==> src/core/uhp_defines.svh <==
// register offsets, field positions and limits of the pipe status block
// Summary of operation
// - interrupt pipes use the poll field as longest poll interval; others ignore it
// - alloc ok sets on successful allocation, clears when pipe disabled or on rst_i
// - overflow flag sets on oversize receive; software clears, writing one ignored
// - iso or interrupt OUT pipe with empty bank sends zero-length packet, flags underflow
// - toggle indicator: 00 DATA0, 01 DATA1; OUT next toggle, IN last received
// - busy bank count 00 none, 01 one, 10 two banks busy
// - counted mode issues count plus one IN requests then freezes; infinite ignores count
// - two-bit error counter increments per pipe error, freezes pipe at three
// - crc, timeout, pid, data pid, bad toggle flags; software clears only
// - OUT/SETUP: fifo control sets with bank ready when bank frees; clear sends bank
// - IN: fifo control sets with in received on new message; clear frees bank
// - nak received flag sets on NAK, interrupts when enabled, software clears
// - rw allowed while fifo accessible; cleared on full, empty, stall or pipe error
// - pipe error flag follows error sources, interrupts when enabled
// - setup and out bank ready flags set on free bank, own enables, software clears
// - stall on non-iso pipes sets stall flag and freezes pipe, interrupts when enabled
// - on iso pipes stall position flags crc error, gated by setup enable
// - in received flag sets on stored message, interrupts when enabled
// - one flow error enable gates overflow and underflow; other flags own enables
// - each data register access moves one byte to or from the selected pipe fifo
// - 11-bit byte count: OUT up on write, down on send; IN up on receive, down on read
// - seven-bit summary, one bit per pipe with enabled flag raised; bit 7 zero
// - freeze set on unconfigured pipe, stall on a non-iso pipe, pipe error or exhausted IN requests
`ifndef UHP_DEFINES_SVH
`define UHP_DEFINES_SVH
// ==========================================================
// word offsets, matched against adr_i[7:2]
`define UHP_OFS_PIPE_SEL 6'h00
`define UHP_OFS_PIPE_CTL 6'h01
`define UHP_OFS_PIPE_CFG 6'h02
`define UHP_OFS_POLL 6'h03
`define UHP_OFS_STATE 6'h04
`define UHP_OFS_IN_REQUEST_COUNT_FIELD 6'h05
`define UHP_OFS_ERR 6'h06
`define UHP_OFS_EVT 6'h07
`define UHP_OFS_IEN 6'h08
`define UHP_OFS_DATA 6'h09
`define UHP_OFS_BCH 6'h0a
`define UHP_OFS_BCL 6'h0b
`define UHP_OFS_SUM 6'h0c
// ==========================================================
// field positions
`define UHP_CTL_EN 0
`define UHP_CTL_INF 5
`define UHP_CTL_FRZ 6
`define UHP_EV_FCON 7
`define UHP_EV_NAK 6
`define UHP_EV_PERR 4
`define UHP_EV_STP 3
`define UHP_EV_OUT 2
`define UHP_EV_STL 1
`define UHP_EV_RXIN 0
`define UHP_IEN_FLOW 7
`define UHP_ERR_MAX 2'h3
`define UHP_BUSY_MAX 2'h2
`define UHP_NUM_PIPES 7
`endif

==> src/core/uhp_pkg.sv <==
// types of the pipe status block
package uhp_pkg;
  typedef enum logic [1:0] {
    UHP_CONTROL = 2'h0,
    UHP_ISO = 2'h1,
    UHP_BULK = 2'h2,
    UHP_INTR = 2'h3
  } uhp_ptype_t;
  typedef enum logic [1:0] {
    UHP_SETUP = 2'h0,
    UHP_IN = 2'h1,
    UHP_OUT = 2'h2,
    UHP_TOK_RSVD = 2'h3
  } uhp_token_t;
endpackage

==> src/core/uhp_pipe_status.sv <==
// per-pipe status, error, event flags and fifo port of a usb host controller
`timescale 1ns/100ps
`include "uhp_defines.svh"
module uhp_pipe_status #(
  parameter int MAX_BYTES = 64
) (
  input wire logic clk_i,
  input wire logic rst_i,
  input wire logic cyc_i,
  input wire logic stb_i,
  input wire logic we_i,
  input wire logic [7:0] adr_i,
  input wire logic [3:0] sel_i,
  input wire logic [31:0] dat_i,
  output logic [31:0] dat_o,
  output logic ack_o,
  input wire logic [2:0] evt_pipe_i,
  input wire logic ev_alloc_ok_i,
  input wire logic ev_overflow_i,
  input wire logic ev_tx_req_i,
  input wire logic ev_toggle_i,
  input wire logic ev_toggle_val_i,
  input wire logic ev_bank_filled_i,
  input wire logic ev_bank_sent_i,
  input wire logic ev_in_done_i,
  input wire logic ev_nak_i,
  input wire logic ev_stall_i,
  input wire logic ev_crc_error_flag_i,
  input wire logic ev_timeout_i,
  input wire logic ev_pid_i,
  input wire logic ev_data_pid_error_flag_i,
  input wire logic ev_badtgl_i,
  input wire logic ev_byte_rx_i,
  input wire logic ev_byte_tx_i,
  input wire logic [7:0] fifo_rdata_i,
  output logic fifo_wr_o,
  output logic fifo_rd_o,
  output logic [7:0] fifo_wdata_o,
  output logic [2:0] fifo_pipe_o,
  output logic zlp_o,
  output logic [6:0] freeze_o,
  output logic [7:0] poll_ms_o
);
  localparam int NP = `UHP_NUM_PIPES;

  // ==========================================================
  // wishbone slave
  logic ack_q;
  logic [31:0] dat_q;
  logic [2:0] sel_pipe_q;
  logic req;
  logic wr;
  logic rd;
  logic [5:0] ofs;
  assign req = cyc_i & stb_i;
  assign ofs = adr_i[7:2];
  // write and read side effects happen only on the acknowledging edge
  assign wr = req & ack_q & we_i & sel_i[0];
  assign rd = req & ack_q & ~we_i;
  assign ack_o = ack_q;
  assign dat_o = dat_q;

  function automatic logic hit(input logic [5:0] o, input logic [5:0] t);
    hit = (o == t);
  endfunction

  // one wait state, ack dropped the cycle after it was given
  always_ff @(posedge clk_i) begin
    if (rst_i) begin
      ack_q <= 1'b0;
    end else begin
      ack_q <= req & ~ack_q;
    end
  end

  // pipe number selects all indexed registers
  always_ff @(posedge clk_i) begin
    if (rst_i) begin
      sel_pipe_q <= 3'h0;
    end else if (wr && hit(ofs, `UHP_OFS_PIPE_SEL)) begin
      sel_pipe_q <= dat_i[2:0];
    end
  end

  // ==========================================================
  // per-pipe state
  logic [7:0] rd_ctl [NP];
  logic [7:0] rd_cfg [NP];
  logic [7:0] rd_poll [NP];
  logic [7:0] rd_state [NP];
  logic [7:0] rd_in_request_count_field [NP];
  logic [7:0] rd_err [NP];
  logic [7:0] rd_evt [NP];
  logic [7:0] rd_ien [NP];
  logic [10:0] rd_bc [NP];
  logic [7:0] poll_eff [NP];
  logic [NP-1:0] zlp_w;
  logic [NP-1:0] sum_w;
  logic [NP-1:0] frz_w;

  genvar g;
  generate
    for (g = 0; g < NP; g++) begin : pipe
      logic en_q, frz_q, inf_q, aok_q, ovf_q, udf_q, tgl_q;
      logic fcon_q, nak_q, stp_q, out_q, stl_q, rxin_q;
      logic [1:0] typ_q, tok_q, busy_q, ecnt_q;
      logic [7:0] poll_q, in_request_count_field_q, ien_q;
      logic [4:0] err_q;
      logic [10:0] bc_q;
      logic me, sw, is_out, is_in, is_iso, perr, any_err, rw_allowed, pwr, prd;
      logic fcon_clr, in_last, zlp, evt_wr;
      assign me = (evt_pipe_i == 3'(g));
      assign sw = (sel_pipe_q == 3'(g));
      assign is_in = (tok_q == uhp_pkg::UHP_IN);
      assign is_out = ~is_in;
      assign is_iso = (typ_q == uhp_pkg::UHP_ISO);
      assign any_err = me & (ev_crc_error_flag_i | ev_timeout_i | ev_pid_i | ev_data_pid_error_flag_i | ev_badtgl_i);
      assign perr = |err_q;
      // bank release by software clearing fifo control
      assign fcon_clr = wr & sw & hit(ofs, `UHP_OFS_EVT) & ~dat_i[`UHP_EV_FCON] & fcon_q;
      assign pwr = wr & sw & hit(ofs, `UHP_OFS_DATA);
      assign prd = rd & sw & hit(ofs, `UHP_OFS_DATA);
      // software write to this pipe's event flags, kept out of the clocked process
      assign evt_wr = wr & sw & hit(ofs, `UHP_OFS_EVT);
      assign in_last = me & ev_in_done_i & ~inf_q & (in_request_count_field_q == 8'h00);
      assign zlp = me & ev_tx_req_i & is_out & busy_q == 2'h0
                   & (typ_q == uhp_pkg::UHP_ISO || typ_q == uhp_pkg::UHP_INTR);

      // control and configuration
      always_ff @(posedge clk_i) begin
        if (rst_i) begin
          en_q <= 1'b0;
          inf_q <= 1'b0;
          typ_q <= 2'h0;
          tok_q <= 2'h0;
          poll_q <= 8'h00;
        end else if (wr && sw) begin
          if (hit(ofs, `UHP_OFS_PIPE_CTL)) begin
            en_q <= dat_i[`UHP_CTL_EN];
            inf_q <= dat_i[`UHP_CTL_INF];
          end
          if (hit(ofs, `UHP_OFS_PIPE_CFG)) begin
            typ_q <= dat_i[7:6];
            tok_q <= dat_i[5:4];
          end
          if (hit(ofs, `UHP_OFS_POLL)) begin
            poll_q <= dat_i[7:0];
          end
        end
      end

      // freeze: hardware sets win over a software clear
      always_ff @(posedge clk_i) begin
        if (rst_i) begin
          frz_q <= 1'b1;
        end else if (~aok_q || (me && (ev_stall_i && !is_iso)) || any_err
                     || in_last
                     || (ecnt_q == `UHP_ERR_MAX)) begin
          frz_q <= 1'b1;
        end else if (wr && sw && hit(ofs, `UHP_OFS_PIPE_CTL)) begin
          frz_q <= dat_i[`UHP_CTL_FRZ] | (dat_i[`UHP_CTL_EN] & ~en_q);
        end
      end

      // allocation cleared by rst_i and on disable, set by the alloc ok event
      always_ff @(posedge clk_i) begin
        if (rst_i) begin
          aok_q <= 1'b0;
        end else if (!en_q) begin
          aok_q <= 1'b0;
        end else if (me && ev_alloc_ok_i) begin
          aok_q <= 1'b1;
        end
      end

      // flow flags and toggle
      always_ff @(posedge clk_i) begin
        if (rst_i) begin
          ovf_q <= 1'b0;
          udf_q <= 1'b0;
          tgl_q <= 1'b0;
        end else begin
          ovf_q <= (me & ev_overflow_i)
                   | (ovf_q & ~(wr & sw & hit(ofs, `UHP_OFS_STATE) & ~dat_i[6]));
          udf_q <= zlp | (udf_q & ~(wr & sw & hit(ofs, `UHP_OFS_STATE) & ~dat_i[5]));
          if (me && ev_toggle_i) begin
            tgl_q <= ev_toggle_val_i;
          end
        end
      end

      // in request countdown
      always_ff @(posedge clk_i) begin
        if (rst_i) begin
          in_request_count_field_q <= 8'h00;
        end else if (me && ev_in_done_i && !inf_q && in_request_count_field_q != 8'h00) begin
          in_request_count_field_q <= in_request_count_field_q - 8'h01;
        end else if (wr && sw && hit(ofs, `UHP_OFS_IN_REQUEST_COUNT_FIELD)) begin
          in_request_count_field_q <= dat_i[7:0];
        end
      end

      // error counter saturates at its freeze value
      always_ff @(posedge clk_i) begin
        if (rst_i) begin
          ecnt_q <= 2'h0;
          err_q <= 5'h00;
        end else begin
          if (any_err && ecnt_q != `UHP_ERR_MAX) begin
            ecnt_q <= ecnt_q + 2'h1;
          end else if (wr && sw && hit(ofs, `UHP_OFS_ERR)) begin
            ecnt_q <= ecnt_q & dat_i[6:5];
          end
          err_q <= ({ev_crc_error_flag_i, ev_timeout_i, ev_pid_i, ev_data_pid_error_flag_i, ev_badtgl_i}
                    & {5{me}})
                   | (err_q & ~({5{wr & sw & hit(ofs, `UHP_OFS_ERR)}} & ~dat_i[4:0]));
        end
      end

      // bank handshake and busy banks
      always_ff @(posedge clk_i) begin
        if (rst_i) begin
          busy_q <= 2'h0;
          fcon_q <= 1'b0;
        end else begin
          if (me && ev_bank_filled_i && is_in && busy_q != `UHP_BUSY_MAX) begin
            busy_q <= busy_q + 2'h1;
          end else if (me && ev_bank_sent_i && is_out && busy_q != 2'h0) begin
            busy_q <= busy_q - 2'h1;
          end else if (fcon_clr) begin
            busy_q <= is_out ? busy_q + 2'h1 : busy_q - 2'h1;
          end
          if (me && ((ev_bank_sent_i && is_out) || (ev_bank_filled_i && is_in))) begin
            fcon_q <= 1'b1;
          end else if (fcon_clr) begin
            fcon_q <= 1'b0;
          end
        end
      end

      // event flags, hardware set wins over a software clear
      always_ff @(posedge clk_i) begin
        if (rst_i) begin
          nak_q <= 1'b0;
          stp_q <= 1'b0;
          out_q <= 1'b0;
          stl_q <= 1'b0;
          rxin_q <= 1'b0;
        end else begin
          nak_q <= (me & ev_nak_i) | (nak_q & ~(evt_wr & ~dat_i[`UHP_EV_NAK]));
          stp_q <= (me & ev_bank_sent_i & tok_q == uhp_pkg::UHP_SETUP)
                   | (stp_q & ~(evt_wr & ~dat_i[`UHP_EV_STP]));
          out_q <= (me & ev_bank_sent_i & tok_q == uhp_pkg::UHP_OUT)
                   | (out_q & ~(evt_wr & ~dat_i[`UHP_EV_OUT]));
          stl_q <= (me & (is_iso ? ev_crc_error_flag_i : ev_stall_i))
                   | (stl_q & ~(evt_wr & ~dat_i[`UHP_EV_STL]));
          rxin_q <= (me & ev_bank_filled_i & is_in)
                    | (rxin_q & ~(evt_wr & ~dat_i[`UHP_EV_RXIN]));
        end
      end

      // enables and byte counter
      always_ff @(posedge clk_i) begin
        if (rst_i) begin
          ien_q <= 8'h00;
          bc_q <= 11'h000;
        end else begin
          if (wr && sw && hit(ofs, `UHP_OFS_IEN)) begin
            ien_q <= dat_i[7:0] & 8'hdf;
          end
          if ((pwr && is_out) || (me && ev_byte_rx_i && is_in)) begin
            bc_q <= bc_q + 11'h001;
          end else if ((prd && is_in && bc_q != 11'h000)
                       || (me && ev_byte_tx_i && is_out && bc_q != 11'h000)) begin
            bc_q <= bc_q - 11'h001;
          end
        end
      end

      // fifo accessible: room on OUT, data on IN, no stall or error pending
      assign rw_allowed = fcon_q & ~stl_q & ~perr
                    & (is_out ? (bc_q < 11'(MAX_BYTES)) : (bc_q != 11'h000));
      assign rd_ctl[g] = {1'b0, frz_q, inf_q, 4'h0, en_q};
      assign rd_cfg[g] = {typ_q, tok_q, 4'h0};
      assign rd_poll[g] = poll_q;
      assign rd_state[g] = {aok_q, ovf_q, udf_q, 1'b0, 1'b0, tgl_q, busy_q};
      assign rd_in_request_count_field[g] = in_request_count_field_q;
      assign rd_err[g] = {1'b0, ecnt_q, err_q};
      assign rd_evt[g] = {fcon_q, nak_q, rw_allowed, perr, stp_q, out_q, stl_q, rxin_q};
      assign rd_ien[g] = ien_q;
      assign rd_bc[g] = bc_q;
      // non-interrupt pipes get no polling bound
      assign poll_eff[g] = (typ_q == uhp_pkg::UHP_INTR) ? poll_q : 8'h00;
      assign zlp_w[g] = zlp;
      assign frz_w[g] = frz_q;
      // flow enable covers both flow flags; iso crc uses setup enable
      assign sum_w[g] = (ien_q[`UHP_IEN_FLOW] & (ovf_q | udf_q))
                        | (ien_q[`UHP_EV_NAK] & nak_q)
                        | (ien_q[`UHP_EV_PERR] & perr)
                        | (ien_q[`UHP_EV_STP] & stp_q)
                        | (ien_q[`UHP_EV_OUT] & out_q)
                        | (is_iso ? ien_q[`UHP_EV_STP] & stl_q
                                  : ien_q[`UHP_EV_STL] & stl_q)
                        | (ien_q[`UHP_EV_RXIN] & rxin_q);
    end
  endgenerate

  // ==========================================================
  // summary, fifo strobes and engine outputs
  logic [6:0] sum_q;
  logic zlp_q;
  logic [7:0] poll_q;
  logic wr_q;
  logic rd_q;
  logic [7:0] wdat_q;
  logic [2:0] fpipe_q;
  logic valid_sel;
  assign valid_sel = (sel_pipe_q != 3'h7);

  // summary follows the flags, so servicing clears it
  always_ff @(posedge clk_i) begin
    if (rst_i) begin
      sum_q <= 7'h00;
      zlp_q <= 1'b0;
      poll_q <= 8'h00;
    end else begin
      sum_q <= sum_w;
      zlp_q <= |zlp_w;
      poll_q <= (evt_pipe_i != 3'h7) ? poll_eff[evt_pipe_i] : 8'h00;
    end
  end

  // one byte per data register access
  always_ff @(posedge clk_i) begin
    if (rst_i) begin
      wr_q <= 1'b0;
      rd_q <= 1'b0;
      wdat_q <= 8'h00;
      fpipe_q <= 3'h0;
    end else begin
      wr_q <= wr & valid_sel & hit(ofs, `UHP_OFS_DATA);
      rd_q <= rd & valid_sel & hit(ofs, `UHP_OFS_DATA);
      fpipe_q <= sel_pipe_q;
      if (wr && hit(ofs, `UHP_OFS_DATA)) begin
        wdat_q <= dat_i[7:0];
      end
    end
  end
  assign fifo_wr_o = wr_q;
  assign fifo_rd_o = rd_q;
  assign fifo_wdata_o = wdat_q;
  assign fifo_pipe_o = fpipe_q;
  assign zlp_o = zlp_q;
  assign freeze_o = frz_w;
  assign poll_ms_o = poll_q;

  // ==========================================================
  // read mux, latched when the request is first seen
  logic [7:0] rmux;
  always_comb begin
    rmux = 8'h00;
    if (ofs == `UHP_OFS_PIPE_SEL) begin
      rmux = {5'h00, sel_pipe_q};
    end else if (ofs == `UHP_OFS_SUM) begin
      rmux = {1'b0, sum_q};
    end else if (valid_sel) begin
      unique case (ofs)
        `UHP_OFS_PIPE_CTL: rmux = rd_ctl[sel_pipe_q];
        `UHP_OFS_PIPE_CFG: rmux = rd_cfg[sel_pipe_q];
        `UHP_OFS_POLL: rmux = rd_poll[sel_pipe_q];
        `UHP_OFS_STATE: rmux = rd_state[sel_pipe_q];
        `UHP_OFS_IN_REQUEST_COUNT_FIELD: rmux = rd_in_request_count_field[sel_pipe_q];
        `UHP_OFS_ERR: rmux = rd_err[sel_pipe_q];
        `UHP_OFS_EVT: rmux = rd_evt[sel_pipe_q];
        `UHP_OFS_IEN: rmux = rd_ien[sel_pipe_q];
        `UHP_OFS_DATA: rmux = fifo_rdata_i;
        `UHP_OFS_BCH: rmux = {5'h00, rd_bc[sel_pipe_q][10:8]};
        `UHP_OFS_BCL: rmux = rd_bc[sel_pipe_q][7:0];
        default: rmux = 8'h00; // unmapped reads zero
      endcase
    end
  end

  always_ff @(posedge clk_i) begin
    if (rst_i) begin
      dat_q <= 32'h0000_0000;
    end else if (req && !ack_q) begin
      dat_q <= {24'h00_0000, rmux};
    end
  end
endmodule

==> config.mk <==
export PLATFORM = sky130hd
export DESIGN_NAME = uhp_pipe_status
export DESIGN_NICKNAME = d
export VERILOG_FILES = /design/src/core/uhp_pkg.sv /design/src/core/uhp_pipe_status.sv
export VERILOG_INCLUDE_DIRS = /design/src /design/src/core
export SDC_FILE = /design/constraint.sdc
export NUM_CORES = 2
export LEC_CHECK = 0
export BUFFER_PORTS_ARGS = -buffer_cell sky130_fd_sc_hd__buf_2
export CORE_UTILIZATION = 51
export DETAILED_ROUTE_END_ITERATION = 10
export MAX_ROUTING_LAYER = met4
export PLACE_DENSITY = 0.69
export SLEW_MARGIN = 20
export SYNTH_ARGS = -nofsm -noshare
export SYNTH_HDL_FRONTEND = slang
export SYNTH_SLANG_ARGS = --single-unit
==> constraint.sdc <==
create_clock -name clk_i -period 10.2 [get_ports clk_i]
set_input_delay 1.02 -clock clk_i [delete_from_list [all_inputs] [get_ports clk_i]]
set_output_delay 1.02 -clock clk_i [all_outputs]
set_load 0.01 [all_outputs]
==> metrics.cfg <==
[placement]
place.port_buffers = 85
gp_congestion = 1.06
placedInstanceArea_mm2 = 0.0282
dp_hpwl_mm = 71.1

[clock_network]
cts_hold_buf = 0
numCtsBuffers = 53
insertion_delay_ns = 0.64
cts_tree = built
clock-sinks = 461
clkTransAtPathRegs_ns = 0.06
cts_resized = 0
cts_root_buffer = clkbuf_16
htree_levels = 2
clk_path_buf_depth = 3
cts_setup_buffers = 0

[route]
post_drt_wl_per_cell_um = 24.6
drc = 0
drt_wl_total_mm = 103
drtPass1Iterations = 10
via_per_inst = 6.72
vias = 28000
drtIter0Drc = 3816
antenna_left = 0

[setup_path]
critical_path_class = in -> reg
critPathLaunchType = primary input
crit_slowest_cell = a2111oi_0
max_stage_delay_ns = 0.70
critPathMaxFanout = 12
cp-end-kind = flip-flop
worstPathArrival_ns = 5.32
path_cells = buf_2 > nor4b_4 > nand2_1 > o31ai_1 > inv_1 > fa_1 > a21o_1 > a2111oi_0 > a21oi_1 > nor2_1 > o311a_1 > mux2_2
cp.required_ns = 10.71

[floorplan]
dieArea_mm2 = 0.0550
rows = 84
fp.dieH_um = 235
start_util_pct = 52.1
ios = 139
die_x_um = 235
core_mm2 = 0.0530

[power_and_ir_drop]
clkPwrFrac_pct = 49.2
swShare_pct = 24.8
power.switching_w = 0.000994
p_int_w = 0.00301
pwr-share-comb_pct = 5.2
p_seq_share_pct = 45.6
p_leak_nw = 10.3
max-vdd-ir-drop_mv = 0.134
power.density_mw_per_mm2 = 133

[global_routing]
grtUsageMet3_pct = 9.02
use_met2_pct = 54.3
grt.met1_usage_pct = 45.9
grt_pass1_wl_mm = 153
grt-busiest-layer = met2
grt.total_usage_pct = 36.9
antenna_found_initial = 5
grt_max_degree = 103
grt_pass1_vias = 25700
grt_overflow = 0

[yosys]
ys.flop_type = dfxtp_1
netlist_instances = 3483
yosys-top-cells-area = dfxtp_1, a21oi_1, nand2_1, o21ai_0, mux4_2
yosysTopAreaCellShare_pct = 33.4
synth-async-reset-ratio_pct = 0
ys_seq_elements = 461
avgSynthCellArea_um2 = 7.92
synth.largest_area_cell = dfxtp_1
synth-edff-count = 0
ys_warn_count = 0
ys_seq_area_share_pct = 33.4
syn_area_mm2 = 0.0276
synthDistinctLibCells = 93

[layout]
post-route-cell-area_mm2 = 0.0300
n_fill_cell = 4921
nNetsFinal = 3615
final_common_cell = nand2_1
drive_gt1_share_pct = 9.44
area_growth_pct = 8.70
final_cell_mix = nand2_1, dfxtp_1, a21oi_1

[min_path]
min_path_type = reg -> reg

[sta]
setup_viol = 0
tns_ns = 0
period_minus_slack_ns = 4.80
slew_viol_final = 0
max-slew-margin-rel_pct = 13.7
fin_crit_sh_pct = 47.1
maxClockFrequency_mhz = 208
finalHoldViolCount = 0
worst_pin_slew_ns = 1.29
rsz0062_at_grt = false
skew_ns = 0.0239

[job]
drv_cap = 0

[run_status]
status = completed

## worst max-delay path: cells and delay by family
family / cells / cell delay (ns)
AO/OA/AOI/OAI: 5 / 1.91
adder cells (fa/ha/maj): 1 / 0.51
buffers and inverters: 2 / 0.53
multiplexers: 1 / 0.33
AND/OR/NAND/NOR: 3 / 1.02
## Yosys cell counts (26+ instances only)
| master | n |
|---|---|
| nor2_1 | 288 |
| a21oi_1 | 429 |
| clkbuf_1 | 166 |
| and3_1 | 32 |
| xnor2_1 | 59 |
| nor3_1 | 86 |
| nand2b_1 | 38 |
| nand3_1 | 136 |
| buf_4 | 36 |
| o21ai_0 | 288 |
| mux4_2 | 59 |
| dfxtp_1 | 461 |
| a22oi_1 | 30 |
| mux2i_1 | 132 |
| nor2b_1 | 38 |
| ha_1 | 98 |
| nand2_1 | 489 |
| nor4_1 | 32 |
| buf_2 | 41 |
| o22ai_1 | 26 |
| o211ai_1 | 52 |
| a211oi_1 | 36 |
| inv_1 | 63 |
## area by class of cell
class	instances	area, um2	area share (%)
antenna	6	15.0	0.0501
timing repair buffer	133	796	2.65
sequential	461	9240	30.8
tap	688	861	2.87
clock buffer	80	1550	5.16
multi-input combinational	2720	17100	56.9
clock inverter	18	230	0.767
inverter	64	240	0.801
## through the flow
step / utilization [%] / power (W) / worst slack [ns] / cells / hold slack, ns
2_1_floorplan: - / 0.00198 / 5.91 / 3506 / 0.377
3_3_place_gp: 53.2 / 0.00206 / 4.99 / 4066 / 0.388
3_5_place_dp: 53.2 / 0.00206 / 4.94 / 4066 / 0.402
4_1_cts: 56.6 / 0.00401 / 5.58 / 4164 / 0.416
5_1_grt: 56.6 / 0.00410 / 5.06 / 4169 / 0.435
6_report: 56.6 / 0.00400 / 5.40 / 4170 / 0.417
## metal layers
layer,share of wire (%),vias up
li1,-,12500
met1,39,13300
met2,43,1770
met3,12,384
met4,6.2,0
met5,0,-
## registers in the layout, indices dropped and copies added, names as in the netlist, 8 cells and up
| name | cells |
|---|---|
| dat_o | 8 |
| pipe.busy_q | 14 |
| pipe.bc_q | 77 |
| pipe.typ_q | 14 |
| fifo_wdata_o | 8 |
| pipe.ecnt_q | 14 |
| pipe.ien_q | 49 |
| pipe.poll_q | 56 |
| pipe.err_q | 35 |
| pipe.in_request_count_field_q | 56 |
| pipe.tok_q | 14 |
| poll_ms_o | 8 |
## cells by family after synthesis
| kind of cell | Yosys count | synth area share (%) |
|---|---|---|
| fa+ha+maj | 105 | 4.95 |
| xor+xnor | 77 | 2.44 |
| simple gates | 1283 | 22.0 |
| other cells | 1 | 0.0136 |
| mux | 200 | 9.98 |
| compound gates | 1031 | 22.0 |
| flops | 461 | 33.4 |
| buf+inv | 325 | 5.12 |
## power groups by stage
| stage | registers [W] | logic, W | clock network, W |
|---|---|---|---|
| final | 0.00183 | 0.000208 | 0.00197 |
| after global routing | 0.00183 | 0.000214 | 0.00206 |
| after CTS | 0.00182 | 0.000197 | 0.00198 |
| after detailed placement | 0.00186 | 0.000196 | 0 |
| after global placement | 0.00186 | 0.000192 | 0 |
| after floorplan | 0.00186 | 0.000121 | 0 |
## worst paths after layout
kind                               startpoint               end  slack (ns)  cells past startpoint
worst max-delay path                 adr_i[4]  pipe[2].bc_q[10]        5.40                     12
worst min-delay path            pipe[2].aok_q     pipe[2].frz_q        0.42                      1
worst min register to register  pipe[2].aok_q     pipe[2].frz_q        0.42                      1
worst max register to register  sel_pipe_q[0]  pipe[1].bc_q[10]        5.49                     15
Note: power is estimated with default switching activity, not from simulation.
